`src/rtl/converter_setting_pkg.sv`:
```
// constants and carrier types for the converter setting registers
package converter_setting_pkg;

    // ****************************************
    // register map
    // ****************************************
    localparam logic [7:0] ADDR_POWER_CONTROL = 8'h0e;
    localparam logic [7:0] ADDR_LOOP_TUNING = 8'h0f;
    localparam logic [7:0] ADDR_MONITOR_SERIAL = 8'h10;

    localparam logic [7:0] RST_POWER_CONTROL = 8'h10;
    localparam logic [7:0] RST_LOOP_TUNING = 8'h10;
    localparam logic [7:0] RST_MONITOR_SERIAL = 8'h82;

    // writable bits, reserved ones cleared
    localparam logic [7:0] WMASK_POWER_CONTROL = 8'hf7;
    localparam logic [7:0] WMASK_LOOP_TUNING = 8'hff;
    localparam logic [7:0] WMASK_MONITOR_SERIAL = 8'hf3;

    // ****************************************
    // field positions
    // ****************************************
    localparam int POS_RUN = 7;
    localparam int POS_IV_LOOP_OFF = 6;
    localparam int POS_IC_LOOP_OFF = 5;
    localparam int POS_BLEED = 4;
    localparam int POS_CABLE = 0;
    localparam int POS_DEAD_TIME = 6;
    localparam int POS_GM = 4;
    localparam int POS_IN_GAIN = 2;
    localparam int POS_OUT_GAIN = 0;
    localparam int POS_AVG = 6;
    localparam int POS_RATE = 5;
    localparam int POS_OCP_X10 = 4;
    localparam int POS_CONV_EN = 1;
    localparam int POS_DRV_CHARGE = 0;

    // cable compensation in milliohm by code
    localparam logic [7:0] CABLE_MOHM [8] = '{8'h00, 8'h0a, 8'h14, 8'h28,
                                              8'h50, 8'h78, 8'ha0, 8'hc8};

    // ****************************************
    // serial slave states, gray along the write path, not at the ST_ADDR_ACK to ST_RDATA step
    // ****************************************
    typedef enum logic [3:0] {
        ST_IDLE = 4'h0,
        ST_ADDR = 4'h1,
        ST_ADDR_ACK = 4'h3,
        ST_PTR = 4'h2,
        ST_PTR_ACK = 4'h6,
        ST_WDATA = 4'h7,
        ST_WDATA_ACK = 4'h5,
        ST_RDATA = 4'h4,
        ST_RDATA_ACK = 4'hc
    } serial_state_e;

    typedef struct packed {
        logic converter_run;
        logic input_voltage_loop_on;
        logic input_current_loop_on;
        logic bleed_en;
        logic [2:0] cable_drop_comp_sel;
        logic [7:0] cable_comp_mohm;
        logic [1:0] gate_dead_time_sel;
        logic [1:0] loop_gm_sel;
        logic [1:0] input_sense_gain_sel;
        logic [1:0] output_sense_gain_sel;
        logic [1:0] conversion_average_sel;
        logic serial_rate_sel;
        logic ocp_delay_x10;
        logic monitor_conv_en;
        logic driver_charge_en;
    } converter_cfg_s;

endpackage

```
`src/rtl/converter_setting_regs.sv`:
```
// serial-programmed converter setting registers with their serial slave
`timescale 1ns/1ps

module converter_setting_regs
    import converter_setting_pkg::*;
#(
    parameter logic [6:0] DEV_ADDR = 7'h2c
) (
    // clock and reset
    input wire logic mclk,
    input wire logic sys_rst,
    // serial pins
    input wire logic scl_in,
    input wire logic sda_in,
    output logic sda_out,
    output logic sda_oe,
    // converter side
    input wire logic dvs_down,
    output converter_cfg_s cfg,
    output logic bleed_on,
    output logic power_direction_wr_ok
);

    if (DEV_ADDR == 7'h00) begin : g_bad_addr
        $error("device address 0 is the general call address");
    end

    // ****************************************
    // pin synchronisers and bus events
    // ****************************************
    logic [1:0] scl_sync;
    logic [1:0] sda_sync;
    logic scl_d;
    logic sda_d;

    always_ff @(posedge mclk or posedge sys_rst) begin
        if (sys_rst) begin
            scl_sync <= 2'h3;
            sda_sync <= 2'h3;
            scl_d <= 1'b1;
            sda_d <= 1'b1;
        end else begin
            scl_sync <= {scl_sync[0], scl_in};
            sda_sync <= {sda_sync[0], sda_in};
            scl_d <= scl_sync[1];
            sda_d <= sda_sync[1];
        end
    end

    logic scl_rise;
    logic scl_fall;
    logic bus_start;
    logic bus_stop;

    assign scl_rise = scl_sync[1] & ~scl_d;
    assign scl_fall = ~scl_sync[1] & scl_d;
    assign bus_start = scl_sync[1] & scl_d & sda_d & ~sda_sync[1];
    assign bus_stop = scl_sync[1] & scl_d & ~sda_d & sda_sync[1];

    // ****************************************
    // registers
    // ****************************************
    logic [7:0] power_control_cfg;
    logic [7:0] loop_tuning_cfg;
    logic [7:0] monitor_serial_cfg;

    function automatic logic [7:0] read_reg(input logic [7:0] addr, input logic [7:0] pc,
                                            input logic [7:0] lt, input logic [7:0] ms);
        logic [7:0] v;
        v = 8'h00;
        unique case (addr)
            ADDR_POWER_CONTROL: v = pc;
            ADDR_LOOP_TUNING: v = lt;
            ADDR_MONITOR_SERIAL: v = ms;
            default: v = 8'h00;
        endcase
        return v;
    endfunction

    // ****************************************
    // serial slave
    // ****************************************
    serial_state_e state;
    logic [7:0] shift;
    logic [3:0] bit_cnt;
    logic [7:0] ptr;
    logic read_mode;
    logic nack_seen;
    logic wr_stb;

    assign wr_stb = (state == ST_WDATA) && scl_fall && (bit_cnt == 4'h8);

    always_ff @(posedge mclk or posedge sys_rst) begin
        if (sys_rst) begin
            state <= ST_IDLE;
            shift <= 8'h00;
            bit_cnt <= 4'h0;
            ptr <= 8'h00;
            read_mode <= 1'b0;
            nack_seen <= 1'b0;
        end else if (bus_start) begin
            state <= ST_ADDR;
            bit_cnt <= 4'h0;
        end else if (bus_stop) begin
            state <= ST_IDLE;
        end else begin
            unique case (state)
                ST_IDLE: begin
                    bit_cnt <= 4'h0;
                end
                ST_ADDR, ST_PTR, ST_WDATA: begin
                    if (scl_rise) begin
                        shift <= {shift[6:0], sda_sync[1]};
                        bit_cnt <= bit_cnt + 4'h1;
                    end else if (scl_fall && bit_cnt == 4'h8) begin
                        if (state == ST_ADDR) begin
                            read_mode <= shift[0];
                            state <= (shift[7:1] == DEV_ADDR) ? ST_ADDR_ACK : ST_IDLE;
                        end else if (state == ST_PTR) begin
                            ptr <= shift;
                            state <= ST_PTR_ACK;
                        end else begin
                            ptr <= ptr + 8'h01;
                            state <= ST_WDATA_ACK;
                        end
                    end
                end
                ST_ADDR_ACK, ST_PTR_ACK, ST_WDATA_ACK: begin
                    if (scl_fall) begin
                        bit_cnt <= 4'h0;
                        if (state == ST_ADDR_ACK && read_mode) begin
                            shift <= read_reg(ptr, power_control_cfg, loop_tuning_cfg,
                                              monitor_serial_cfg);
                            state <= ST_RDATA;
                        end else begin
                            state <= (state == ST_ADDR_ACK) ? ST_PTR : ST_WDATA;
                        end
                    end
                end
                ST_RDATA: begin
                    if (scl_fall) begin
                        shift <= {shift[6:0], 1'b0};
                        bit_cnt <= bit_cnt + 4'h1;
                        if (bit_cnt == 4'h7) begin
                            ptr <= ptr + 8'h01;
                            state <= ST_RDATA_ACK;
                        end
                    end
                end
                ST_RDATA_ACK: begin
                    if (scl_rise) begin
                        nack_seen <= sda_sync[1];
                    end else if (scl_fall) begin
                        bit_cnt <= 4'h0;
                        shift <= read_reg(ptr, power_control_cfg, loop_tuning_cfg,
                                          monitor_serial_cfg);
                        state <= nack_seen ? ST_IDLE : ST_RDATA;
                    end
                end
            endcase
        end
    end

    // open drain: only ever pulls low
    assign sda_out = 1'b0;
    assign sda_oe = (state == ST_ADDR_ACK) || (state == ST_PTR_ACK) ||
                    (state == ST_WDATA_ACK) || ((state == ST_RDATA) && !shift[7]);

    // ****************************************
    // register writes
    // ****************************************
    always_ff @(posedge mclk or posedge sys_rst) begin
        if (sys_rst) begin
            power_control_cfg <= RST_POWER_CONTROL;
            loop_tuning_cfg <= RST_LOOP_TUNING;
            monitor_serial_cfg <= RST_MONITOR_SERIAL;
        end else if (wr_stb) begin
            if (ptr == ADDR_POWER_CONTROL) begin
                power_control_cfg <= shift & WMASK_POWER_CONTROL;
            end
            if (ptr == ADDR_LOOP_TUNING) begin
                loop_tuning_cfg <= shift & WMASK_LOOP_TUNING;
            end
            if (ptr == ADDR_MONITOR_SERIAL) begin
                monitor_serial_cfg <= shift & WMASK_MONITOR_SERIAL;
            end
        end
    end

    // ****************************************
    // converter controls
    // ****************************************
    assign cfg.converter_run = power_control_cfg[POS_RUN];
    assign cfg.input_voltage_loop_on = ~power_control_cfg[POS_IV_LOOP_OFF];
    assign cfg.input_current_loop_on = ~power_control_cfg[POS_IC_LOOP_OFF];
    assign cfg.bleed_en = power_control_cfg[POS_BLEED];
    assign cfg.cable_drop_comp_sel = power_control_cfg[POS_CABLE +: 3];
    assign cfg.cable_comp_mohm = CABLE_MOHM[power_control_cfg[POS_CABLE +: 3]];
    assign cfg.gate_dead_time_sel = loop_tuning_cfg[POS_DEAD_TIME +: 2];
    assign cfg.loop_gm_sel = loop_tuning_cfg[POS_GM +: 2];
    assign cfg.input_sense_gain_sel = loop_tuning_cfg[POS_IN_GAIN +: 2];
    assign cfg.output_sense_gain_sel = loop_tuning_cfg[POS_OUT_GAIN +: 2];
    assign cfg.conversion_average_sel = monitor_serial_cfg[POS_AVG +: 2];
    assign cfg.serial_rate_sel = monitor_serial_cfg[POS_RATE];
    assign cfg.ocp_delay_x10 = monitor_serial_cfg[POS_OCP_X10];
    assign cfg.monitor_conv_en = monitor_serial_cfg[POS_CONV_EN];
    assign cfg.driver_charge_en = monitor_serial_cfg[POS_DRV_CHARGE];

    assign bleed_on = cfg.bleed_en & (~cfg.converter_run | dvs_down);
    assign power_direction_wr_ok = ~cfg.converter_run;

    // ****************************************
    // assertions
    // ****************************************
    a_run_write: assert property (@(posedge mclk) disable iff (sys_rst)
        wr_stb && ptr == ADDR_POWER_CONTROL |=> cfg.converter_run == $past(shift[7]))
        else $error("run bit did not take written value");

    a_iv_loop_write: assert property (@(posedge mclk) disable iff (sys_rst)
        wr_stb && ptr == ADDR_POWER_CONTROL |=> cfg.input_voltage_loop_on != $past(shift[6]))
        else $error("voltage loop state wrong after write");

    a_bleed_cause: assert property (@(posedge mclk) disable iff (sys_rst)
        bleed_on |-> cfg.bleed_en && (!cfg.converter_run || dvs_down))
        else $error("bleed on without cause");

    a_cable_top: assert property (@(posedge mclk) disable iff (sys_rst)
        cfg.cable_drop_comp_sel == 3'h7 |-> cfg.cable_comp_mohm == 8'hc8)
        else $error("cable code 7 not 200 milliohm");

    a_dead_reset: assert property (@(posedge mclk) disable iff (sys_rst)
        $past(sys_rst) |-> cfg.gate_dead_time_sel == 2'h0)
        else $error("dead time not 00 after reset");

    a_gain_reset: assert property (@(posedge mclk) disable iff (sys_rst)
        $past(sys_rst) |-> cfg.input_sense_gain_sel == 2'h0)
        else $error("input gain not 00 after reset");

    a_avg_reset: assert property (@(posedge mclk) disable iff (sys_rst)
        $past(sys_rst) |-> cfg.conversion_average_sel == 2'h2 && cfg.monitor_conv_en)
        else $error("monitor setting wrong after reset");

    a_monitor_write: assert property (@(posedge mclk) disable iff (sys_rst)
        wr_stb && ptr == ADDR_MONITOR_SERIAL |=>
            {cfg.monitor_conv_en, cfg.driver_charge_en, cfg.serial_rate_sel} ==
            {$past(shift[1]), $past(shift[0]), $past(shift[5])})
        else $error("monitor bits did not take written value");

    a_reserved_zero: assert property (@(posedge mclk) disable iff (sys_rst)
        power_control_cfg[3] == 1'b0 && monitor_serial_cfg[3:2] == 2'h0)
        else $error("reserved bit holds a one");

endmodule

```
`config.mk`:
```
export PLATFORM = sky130hd
export DESIGN_NAME = converter_setting_regs
export DESIGN_NICKNAME = d
export VERILOG_FILES = /design/src/rtl/converter_setting_pkg.sv /design/src/rtl/converter_setting_regs.sv
export SDC_FILE = /design/constraint.sdc
export NUM_CORES = 1
export LEC_CHECK = 0
export BUFFER_PORTS_ARGS = -buffer_cell sky130_fd_sc_hd__buf_2
export CORE_UTILIZATION = 45
export CTS_CLUSTER_SIZE = 20
export DETAILED_ROUTE_END_ITERATION = 7
export HOLD_SLACK_MARGIN = 0.12
export MAX_ROUTING_LAYER = met4
export PLACE_DENSITY = 0.66
export SLEW_MARGIN = 10
export SYNTH_ARGS = -nofsm -noshare
export SYNTH_HDL_FRONTEND = slang
export SYNTH_SLANG_ARGS = --single-unit
```
`constraint.sdc`:
```
create_clock -name mclk -period 2.6 [get_ports mclk]
set_input_delay 0.26 -clock mclk [delete_from_list [all_inputs] [get_ports mclk]]
set_output_delay 0.26 -clock mclk [all_outputs]
set_load 0.01 [all_outputs]
```
---- Word level (Yosys, flattened, before mapping) ----
Memory sizes are Yosys's and may differ from the RTL's.
Cells that the tools add are included.
word-level totals
  output and inout bits ................... 33
  ROM bits ................................ 64
  memories kept ........................... 1
  bits in registers ....................... 53
memory list
  name             words  bits a word  rd ports  clocked after Yosys merged registers in  write ports  RTL line                       RTL
  (no name shown)  8      8            1         0                                        0            converter_setting_regs.sv:198  assign cfg.cable_comp_mohm = CABLE_MOHM[power_control_cfg[POS_CABLE +: 3]];
operators by class
  magnitude comparators ................... 1
  bitwise logic cells ..................... 20
  equal/unequal tests ..................... 35
  $add $sub $neg .......................... 2
  mux-type cells .......................... 40
  reduce and logical (&&, ||, !) cells .... 24
operators with widths
  kind                   count
  $mux W8                14
  $mux W4                15
  $pmux W8 S4            1
  $ne A4 B4 Y1 const B   7
  $pmux W8 S3            1
  $ne A2 B2 Y1 const B   11
  $eq A4 B3 Y1 const B   5
  $pmux W4 S5            1
  $eq A8 B4 Y1 const B   2
  $pmux W4 S4            1
  $pmux W8 S2            1
  $reduce_and A8 Y1      2
  $mux W3                4
  $not A1 Y1             10
  $ne A3 B3 Y1 const B   3
  $reduce_and A9 Y1      1
  $add A8 B1 Y8 const B  1
  $and A1 B1 Y1          8
  $eq A4 B2 Y1 const B   2
  $eq A4 B4 Y1 const B   2
  $eq A8 B5 Y1 const B   1
  $reduce_and A4 Y1      2
  $eq A7 B6 Y1 const B   1
  $reduce_and A2 Y1      3
  15 further kinds       23

---- Longest topological paths before layout ----
Gate-level depths: netlist of run 1.
  depth after elaboration ................. 8
  gate-level depth with buffers ........... 8

---- Worst setup path before layout of run 1 ----
OpenSTA, ideal clock, no wires.
  path kind ............................... reg-to-reg
  start ................................... register scl_d
  end ..................................... register shift[0]
  data required time ...................... 2.475 ns
  setup slack ............................. 0.656 ns
  stages on the path, launching flop included .. 6
  arrival ................................. 1.819 ns
  cell sequence ........................... dfstp_2 -> nor2b_1 -> o32a_1 -> o221ai_2 -> a211oi_4 -> mux2_2
between the ends
  longest elaborated chain between the ends .. 5
  elaborated cells between the ends (all ways) .. 16
ends and longest elaborated chain
  element                                         RTL line                                                    RTL
  start, declared                                 converter_setting_regs.sv:33                                logic scl_d;
  start signal, assigned                          converter_setting_regs.sv:45                                scl_d <= scl_sync[1];
  $and A1 B1 Y1                                   converter_setting_regs.sv:57, converter_setting_regs.sv:58
  $and A1 B1 Y1 (on tied branches) (2 in series)  converter_setting_regs.sv:58, converter_setting_regs.sv:57
  $not A1 Y1 (no source line)                     --
  $reduce_and A9 Y1 (no source line) *            --
  end signal, assigned                            converter_setting_regs.sv:113                               shift <= {shift[6:0], sda_sync[1]};
  end signal, assigned                            converter_setting_regs.sv:132                               shift <= read_reg(ptr, power_control_cfg, loop_tuning_cfg,
  end signal, assigned                            converter_setting_regs.sv:142                               shift <= {shift[6:0], 1'b0};
  end, declared                                   converter_setting_regs.sv:84                                logic [7:0] shift;
Every way passes the cells marked *; elsewhere a longest branch is shown, timed or not.
A chain may end at the register's enable or synchronous reset.

---- Worst setup path after layout of run 1 ----
  start ................................... register state[1]
  end ..................................... register shift[0]
between the ends
  longest elaborated chain between the ends .. 4
  elaborated cells between the ends (all ways) .. 20
ends and longest elaborated chain
  element                                                              RTL line                                                      RTL
  start, declared                                                      converter_setting_regs.sv:83                                  serial_state_e state;
  start signal, assigned                                               converter_setting_regs.sv:118                                 state <= (shift[7:1] == DEV_ADDR) ? ST_ADDR_ACK : ST_IDLE;
  start signal, assigned                                               converter_setting_regs.sv:136                                 state <= (state == ST_ADDR_ACK) ? ST_PTR : ST_WDATA;
  start signal, assigned                                               converter_setting_regs.sv:157                                 state <= nack_seen ? ST_IDLE : ST_RDATA;
  $eq A4 B2 Y1 (tied with other cells)                                 converter_setting_regs.sv:107, converter_setting_regs.sv:131
  $reduce_or A3 Y1 or $logic_and A1 B1 Y1 (tied branches)              converter_setting_regs.sv:107, converter_setting_regs.sv:131
  $reduce_bool A4 Y1 (no source line) or $ne A2 B2 Y1 (tied branches)  --
  $reduce_and A9 Y1 (no source line)                                   --
Several ways; a longest one is shown, not always the timed one.

==> reports/results.ini, run 1 <==
[finish]
layout-drive-gt1-share = 0.301
post-route-util = 0.522
stdcell_count = 478
insertedDiodeCount = 0
area_delta_synth_final_pct = 11.7
fin_nets = 391

[power]
p_leak_nw = 1.77
pwr-share-comb = 0.538
switchingPower_mw = 1.93
power_frac_seq = 0.316
total_power_mw = 4.17
peakVddDrop_mv = 0.475
clockPowerShare = 0.146
switching_share = 0.464
p_per_area_nw_per_um2 = 1090
internal_power_mw = 2.23

[clocking]
htreeDepth = 2
cts_buffers = 5
numClockSinks = 53
cts-root-buf = clkbuf_8
path_clk_slew_ns = 0.11
postCtsHoldBufs = 3
cts_tree = done
cts-resized-gates = 0
clk-insertion-delay-late_ns = 0.32
clock_path_buffers = 2
cts_setup_buffers = 0

[logic_synthesis]
synthCells = 346
ys_ff_latch = 53
synth_edf_count = 0
yosysSeqAreaShare = 0.392
synth-async-reset-ratio = 1.00
syn_area_um2 = 3410
synth.distinct_cells = 71
syn_avg_cell_area_um2 = 9.86
synth_warnings = 0
synth_ff_type = dfrtp_1

[setup_path]
worst-r2r-cell-count = 6
cp.required_ns = 2.81
path_cells = buf_4, xor2_4, and2_4, a311oi_2, a211oi_4, mux2_2
crit-reg2reg-capture = shift[0]
crit_type = reg2reg
r2r_start = state[1]
slowest_delay_ns = 0.61
rrSetupSlack_ns = 0.28
crit_path_top_delay_cell = dfrtp_1
crit_fanout = 14
end_kind = flop
cp.arrival_ns = 2.52
startpoint_type = flop

[run_status]
status = complete, no violations

[placed_design]
hpwl_mm = 6.21
gp_congestion = 0.911
io_buffers = 35
dp_cells = 467

[global_routing]
grt.total_usage = 0.237
use_met3 = 0.0388
met1_usage = 0.326
grt_busiest_layer = met2
antenna_found_initial = 0
grt_max_degree = 33
grt-ovfl-total = 0
grt_pass1_wl_mm = 13.8
grt_pass1_vias = 2665
use_met2 = 0.359

[min_path]
min_path_type = reg2reg
hold_depth = 0
holdCritStartpoint = scl_sync[0]
whs_endpoint = scl_sync[1]

[routing]
wire_per_inst_um = 17.9
dr.first_iter.drc_count = 211
viasPerCell = 5.85
ant_nets = 0
drcViolationCount = 0
via_count = 2796
firstDrtPassIters = 5
totalWireLength_mm = 8.54

[timing]
finalCritPeriodShare = 0.892
period_needed_ns = 2.32
slew_viol_final = 0
hold_viol = 0
whs_ns = 0.361
finalSetupViolations = 0
fin_skew_ns = 0.0124
rsz0062_at_grt = false
setup_tns_ns = 0
tightest_slew_ns = 0.696
max_slew_margin = 0.532
fmax_mhz = 431

[die]
dieHeight_um = 89.1
row_count = 31
start_util = 0.468
die_w_um = 89.1
coreArea_um2 = 7290
dieArea_um2 = 7930
ios = 38

[run]
max_cap_viol_count = 0

-- cell usage after synthesis, drive strengths merged, types with 2 or more instances --
cell | number | area, µm²
a211oi | 4 | 42.5
a21o | 3 | 22.5
a21oi | 15 | 75.1
a22o | 5 | 43.8
a22oi | 7 | 52.6
a311oi | 4 | 41.3
a31oi | 3 | 25.0
and2 | 4 | 27.5
and3 | 5 | 31.3
and3b | 2 | 17.5
and4b | 2 | 20.0
and4bb | 2 | 25.0
buf | 22 | 136
clkbuf | 7 | 30.0
dfrtp | 43 | 1080
dfstp | 10 | 263
ha | 8 | 100
inv | 18 | 67.6
mux2 | 31 | 349
mux2i | 6 | 60.1
nand2 | 30 | 115
nand2b | 5 | 31.3
nand3 | 16 | 85.1
nand3b | 2 | 15.0
nand4 | 5 | 31.3
nor2 | 15 | 56.3
nor2b | 6 | 37.5
nor3 | 9 | 45.0
nor3b | 4 | 30.0
nor4 | 5 | 31.3
o211ai | 3 | 22.5
o21a | 3 | 22.5
o21ai | 11 | 55.1
o2bb2ai | 6 | 52.6
o32a | 2 | 20.0
o41ai | 2 | 17.5
or2 | 2 | 12.5
-- state kept, by name, indices dropped and copies added (netlist names), 2 cells and up --
register,count
bit_cnt,4
power_control_cfg,7
sda_sync,2
state,4
scl_sync,2
loop_tuning_cfg,8
ptr,8
shift,8
monitor_serial_cfg,6
-- cell families (layout without fill, tap and decap cells) --
| group | after synthesis | count (layout) | share of synthesized area |
|---|---|---|---|
| and+or+nand+nor | 117 | 117 | 0.187 |
| AOI/OAI and AO/OA | 81 | 81 | 0.191 |
| DFF | 53 | 53 | 0.392 |
| buffers and inverters | 47 | 79 | 0.0686 |
| muxes | 37 | 37 | 0.120 |
| adders and majority gates | 8 | 8 | 0.0293 |
| xor gates and xnor gates | 2 | 2 | 0.0106 |
| other | 1 | 2 | 0.00110 |
-- worst max-delay path by stage --
stage	depth (start not counted)	start	to	slack [ns]
after floorplan	5	scl_d	shift[0]	0.66
after detailed placement	6	state[1]	ptr[6]	0.32
after global routing	4	state[2]	monitor_serial_cfg[6]	0.09
after CTS	6	state[1]	ptr[6]	0.28
final	6	state[1]	shift[0]	0.28
after global placement	6	state[2]	bit_cnt[0]	0.35
-- placed cells by master, fill, tap and decap left out, drive strengths merged, types with 7 or more instances in the layout --
| cell | instances |
|---|---|
| mux2 | 31 |
| buf | 50 |
| nor3 | 9 |
| dfrtp | 43 |
| a21oi | 15 |
| o21ai | 11 |
| inv | 19 |
| dfstp | 10 |
| ha | 8 |
| nand2 | 30 |
| a22oi | 7 |
| nand3 | 16 |
| nor2 | 15 |
-- worst max-delay path, delay by kind of cell, from the launching register on --
| family | cells | cell delay, ns |
|---|---|---|
| xor gates and xnor gates | 1 | 0.19 |
| buffers and inverters | 1 | 0.24 |
| muxes | 1 | 0.39 |
| and+or+nand+nor | 1 | 0.21 |
| AOI/OAI and AO/OA | 2 | 0.57 |
| DFF | 1 | 0.61 |
-- per-stage QoR --
step	instance area (µm²)	setup WS, ns
after global routing	3810	0.0929
after detailed placement	3660	0.322
after CTS	3810	0.283
after global placement	3660	0.349
final	3810	0.281
after floorplan	3420	0.656
-- layout make-up --
type / count / area [µm²]
tap: 99 / 124
sequential: 53 / 1340
timing repair buffer: 53 / 318
clock inverter: 3 / 50.0
clock buffer: 5 / 68.8
fill: 698 / 3480
multi-input combinational: 247 / 1840
inverter: 18 / 67.6
-- routing by layer --
layer | share of wire | up-vias
met5 | 0 | -
met3 | 0.052 | 12
met4 | 0.017 | 0
li1 | - | 1322
met2 | 0.46 | 84
met1 | 0.47 | 1378
-- power by group through the flow --
stage / clock [mW] / sequential (mW) / combinational (mW)
final: 0.606 / 1.32 / 2.24
after global routing: 0.645 / 1.35 / 2.44
after CTS: 0.614 / 1.31 / 2.22
after detailed placement: 0 / 1.33 / 2.21
after global placement: 0 / 1.32 / 2.19
after floorplan: 0 / 1.12 / 1.81
Note: power is estimated with default switching activity, not from simulation.
==> run 2: changes to the inputs <==
- ABC_AREA: default -> 1
==> run 2 against run 1 <==
- clock power down 12%
- sequential share of layout area up 1.9 points
- register-to-register slack better by 0.40 ns
- combinational power fell by 24%
- routed wire length fell by 9.0%
- global-route usage down 1.3 points
- cell count up 19%
- utilization up 0.14 points
- critical path type unchanged
- sequential cell count unchanged
- critical path depth unchanged
- highest routed layer unchanged
- setup slack better by 0.40 ns
==> reports/results.ini, run 2 <==
[routing]
totalWireLength_mm = 7.77  ; -9.0%
highest_layer = met4
viasPerCell = 5.12  ; -12%
via_count = 2908  ; +4.0%
met1_length_mm = 3.75  ; -5.8%
dr.first_iter.drc_count = 198  ; -6.2%
ant_nets = 0  ; unchanged
wl_met3_um = 358  ; -19%
firstDrtPassIters = 5  ; unchanged
dr_wl_met2_mm = 3.55  ; -10%
drcViolationCount = 0  ; unchanged
wire_per_inst_um = 13.7  ; -23%

[logic_synthesis]
synth_edf_count = 0  ; unchanged
yosys-top-cells-count = nand2_1, inv_1, dfrtp_1, nand3_1, nor2_1
synth.distinct_cells = 36  ; -49%
synth-async-reset-ratio = 1.00  ; unchanged
syn_avg_cell_area_um2 = 7.43  ; -25%
synth_ff_type = dfrtp_1
synth_area_leader_cell = dfrtp_1
syn_area_um2 = 3270  ; -4.2%
synthTopCellsByArea = dfrtp_1, nand2_1, dfstp_2, nand3_1, inv_1
synth_top_area_share = 0.329  ; +0.0139
ys_ff_latch = 53  ; unchanged
synth_most_common_cell = nand2_1
synth_warnings = 0  ; unchanged
yosysSeqAreaShare = 0.410  ; +0.0173
synthCells = 440  ; +27%

[clocking]
numClockSinks = 53  ; unchanged
cts_setup_buffers = 0  ; unchanged
cts_tree = done
clk-insertion-delay-late_ns = 0.31  ; about the same
path_clk_slew_ns = 0.10  ; about the same
htreeDepth = 2  ; unchanged
cts_buffers = 5  ; unchanged
cts-root-buf = clkbuf_8
clock_path_buffers = 2  ; unchanged

[global_routing]
grt-ovfl-total = 0  ; unchanged
grt_max_degree = 29  ; -12%
grt_pass1_vias = 2582  ; -3.1%
grt_pass1_wl_mm = 12.6  ; -8.5%
antenna_found_initial = 0  ; unchanged
grt.total_usage = 0.225  ; -0.0128

[run_status]
status = complete, no violations

[die]
dieArea_um2 = 7610  ; -4.1%
dieHeight_um = 87.2  ; -2.1%
ios = 38  ; unchanged
row_count = 30  ; -3.2%
die_w_um = 87.2  ; -2.1%
coreArea_um2 = 6910  ; -5.3%
start_util = 0.473  ; +0.00527

[timing]
period_needed_ns = 1.92  ; -0.397 ns
fmax_mhz = 520  ; +21%
finalSetupViolations = 0  ; unchanged
finalCritPeriodShare = 0.739  ; -0.153
fin_skew_ns = 0.00749  ; -0.00488 ns
rsz0062_at_grt = false
slew_viol_final = 0  ; unchanged
max_slew_margin = 0.579  ; +0.0470
hold_viol = 0  ; unchanged
setup_tns_ns = 0  ; unchanged
tightest_slew_ns = 0.631  ; -0.0649 ns

[setup_path]
crit_type = reg2reg
worst-path-buf-inv = 0  ; -1
end_kind = flop
crit_fanout = 16  ; +2
startpoint_type = flop
critPathTopFamily = simple AND/OR/NAND/NOR gates
cp.required_ns = 2.80  ; about the same
crit_path_top_delay_cell = nor2_2
crit_top_cell = nand2_1
startpoint = ptr[6]
cp.arrival_ns = 2.12  ; -0.40 ns
r2r_start = ptr[6]
slowest_delay_ns = 0.50  ; -0.11 ns
path_cells = nor2_2, nand2_1, nor2_4, nand2_2, nand2_1, o21ai_1

[placed_design]
io_buffers = 35  ; unchanged
gp_congestion = 0.898  ; -1.4%
hpwl_mm = 5.72  ; -7.9%
place_area_um2 = 3480  ; -4.9%

[finish]
post-route-util = 0.524  ; +0.00143
final_common_cell = nand2_1
fin_nets = 484  ; +24%
area_delta_synth_final_pct = 10.7
num-fill-cells = 692  ; -0.86%
design_area_um2 = 3620  ; -5.0%
layout_common_cells = nand2_1, inv_1, dfrtp_1, nand3_1
layout-drive-gt1-share = 0.186  ; -0.114
top_regs = loop_tuning_cfg (8), ptr (8), shift (8)
insertedDiodeCount = 0  ; unchanged

[run]
max_cap_viol_count = 0  ; unchanged

[power]
p_leak_nw = 1.90  ; +7.3%
p_per_area_nw_per_um2 = 943  ; -14%
peakVddDrop_mv = 0.526  ; +11%

[min_path]
holdCritStartpoint = sda_sync[0]
min_path_type = reg2reg

[run 2: through the flow]
step / hold slack [ns] / worst slack [ns] / power (mW) / instances
finish: 0.361 / 0.678 / 3.41 / 568
global placement: 0.346 / 0.761 / 2.84 / 557
CTS: 0.361 / 0.710 / 3.42 / 568
detailed placement: 0.347 / 0.705 / 2.88 / 557
global route: 0.363 / 0.542 / 3.72 / 568
floorplan: 0.264 / 1.05 / 2.51 / 441
[run 2: path summary, 6_finish.rpt]
| path | to | slack, ns | depth (start not counted) |
|---|---|---|---|
| min | sda_sync[1] | 0.36 | 0 |
| max reg2reg | loop_tuning_cfg[0] | 0.68 | 6 |
| min in group asynchronous | ptr[4] | 0.57 | 3 |
| min reg2reg | sda_sync[1] | 0.36 | 0 |
| max in group asynchronous | loop_tuning_cfg[4] | 1.40 | 4 |
| max | loop_tuning_cfg[0] | 0.68 | 6 |
[run 2: where the power goes]
group / leakage, nW / switching (mW) / internal [mW]
registers: 0.675 / 0.201 / 0.981
logic: 1.17 / 1.18 / 0.523
clock network: 0.0549 / 0.285 / 0.247
[run 2: area by class of cell]
class                           instances  area (µm²)  share of cell area
Inverter                               56         213              0.0588
Multi-Input combinational cell        316        1620               0.447
Tap cell                               96         120              0.0332
Clock inverter                          1        8.76             0.00242
Sequential cell                        53        1340               0.370
Clock buffer                            7        96.3              0.0266
Timing Repair Buffer                   39         225              0.0622
[run 2: logic make-up (layout without fill, tap and decap cells)]
kind of cell | after synthesis | count (layout) | share of synthesized area
and+or+nand+nor | 244 | 244 | 0.356
other | 1 | 2 | 0.00115
xor gates and xnor gates | 2 | 2 | 0.00536
AOI/OAI and AO/OA | 60 | 60 | 0.0999
buffers and inverters | 72 | 103 | 0.0969
adders and majority gates | 8 | 8 | 0.0306
DFF | 53 | 53 | 0.410
[run 2: routing by layer]
metal | track usage | vias to the layer above
met5 | - | -
met4 | 0.0611 | 0
met3 | 0.0389 | 14
met2 | 0.344 | 74
met1 | 0.309 | 1352
li1 | - | 1468
[run 2: worst reg2reg max path, cell delays in order (launching register included)]
cell and delay (ns):
dfrtp_1 0.43, nor2_2 0.50, nand2_1 0.18, nor2_4 0.26, nand2_2 0.25, nand2_1 0.12, o21ai_1 0.06
[run 2: repair_timing]
item                                   4_1_cts  5_1_grt
hold buffers                                 3        0
endpoints found under the hold margin       25        0
resized for setup                            0        0
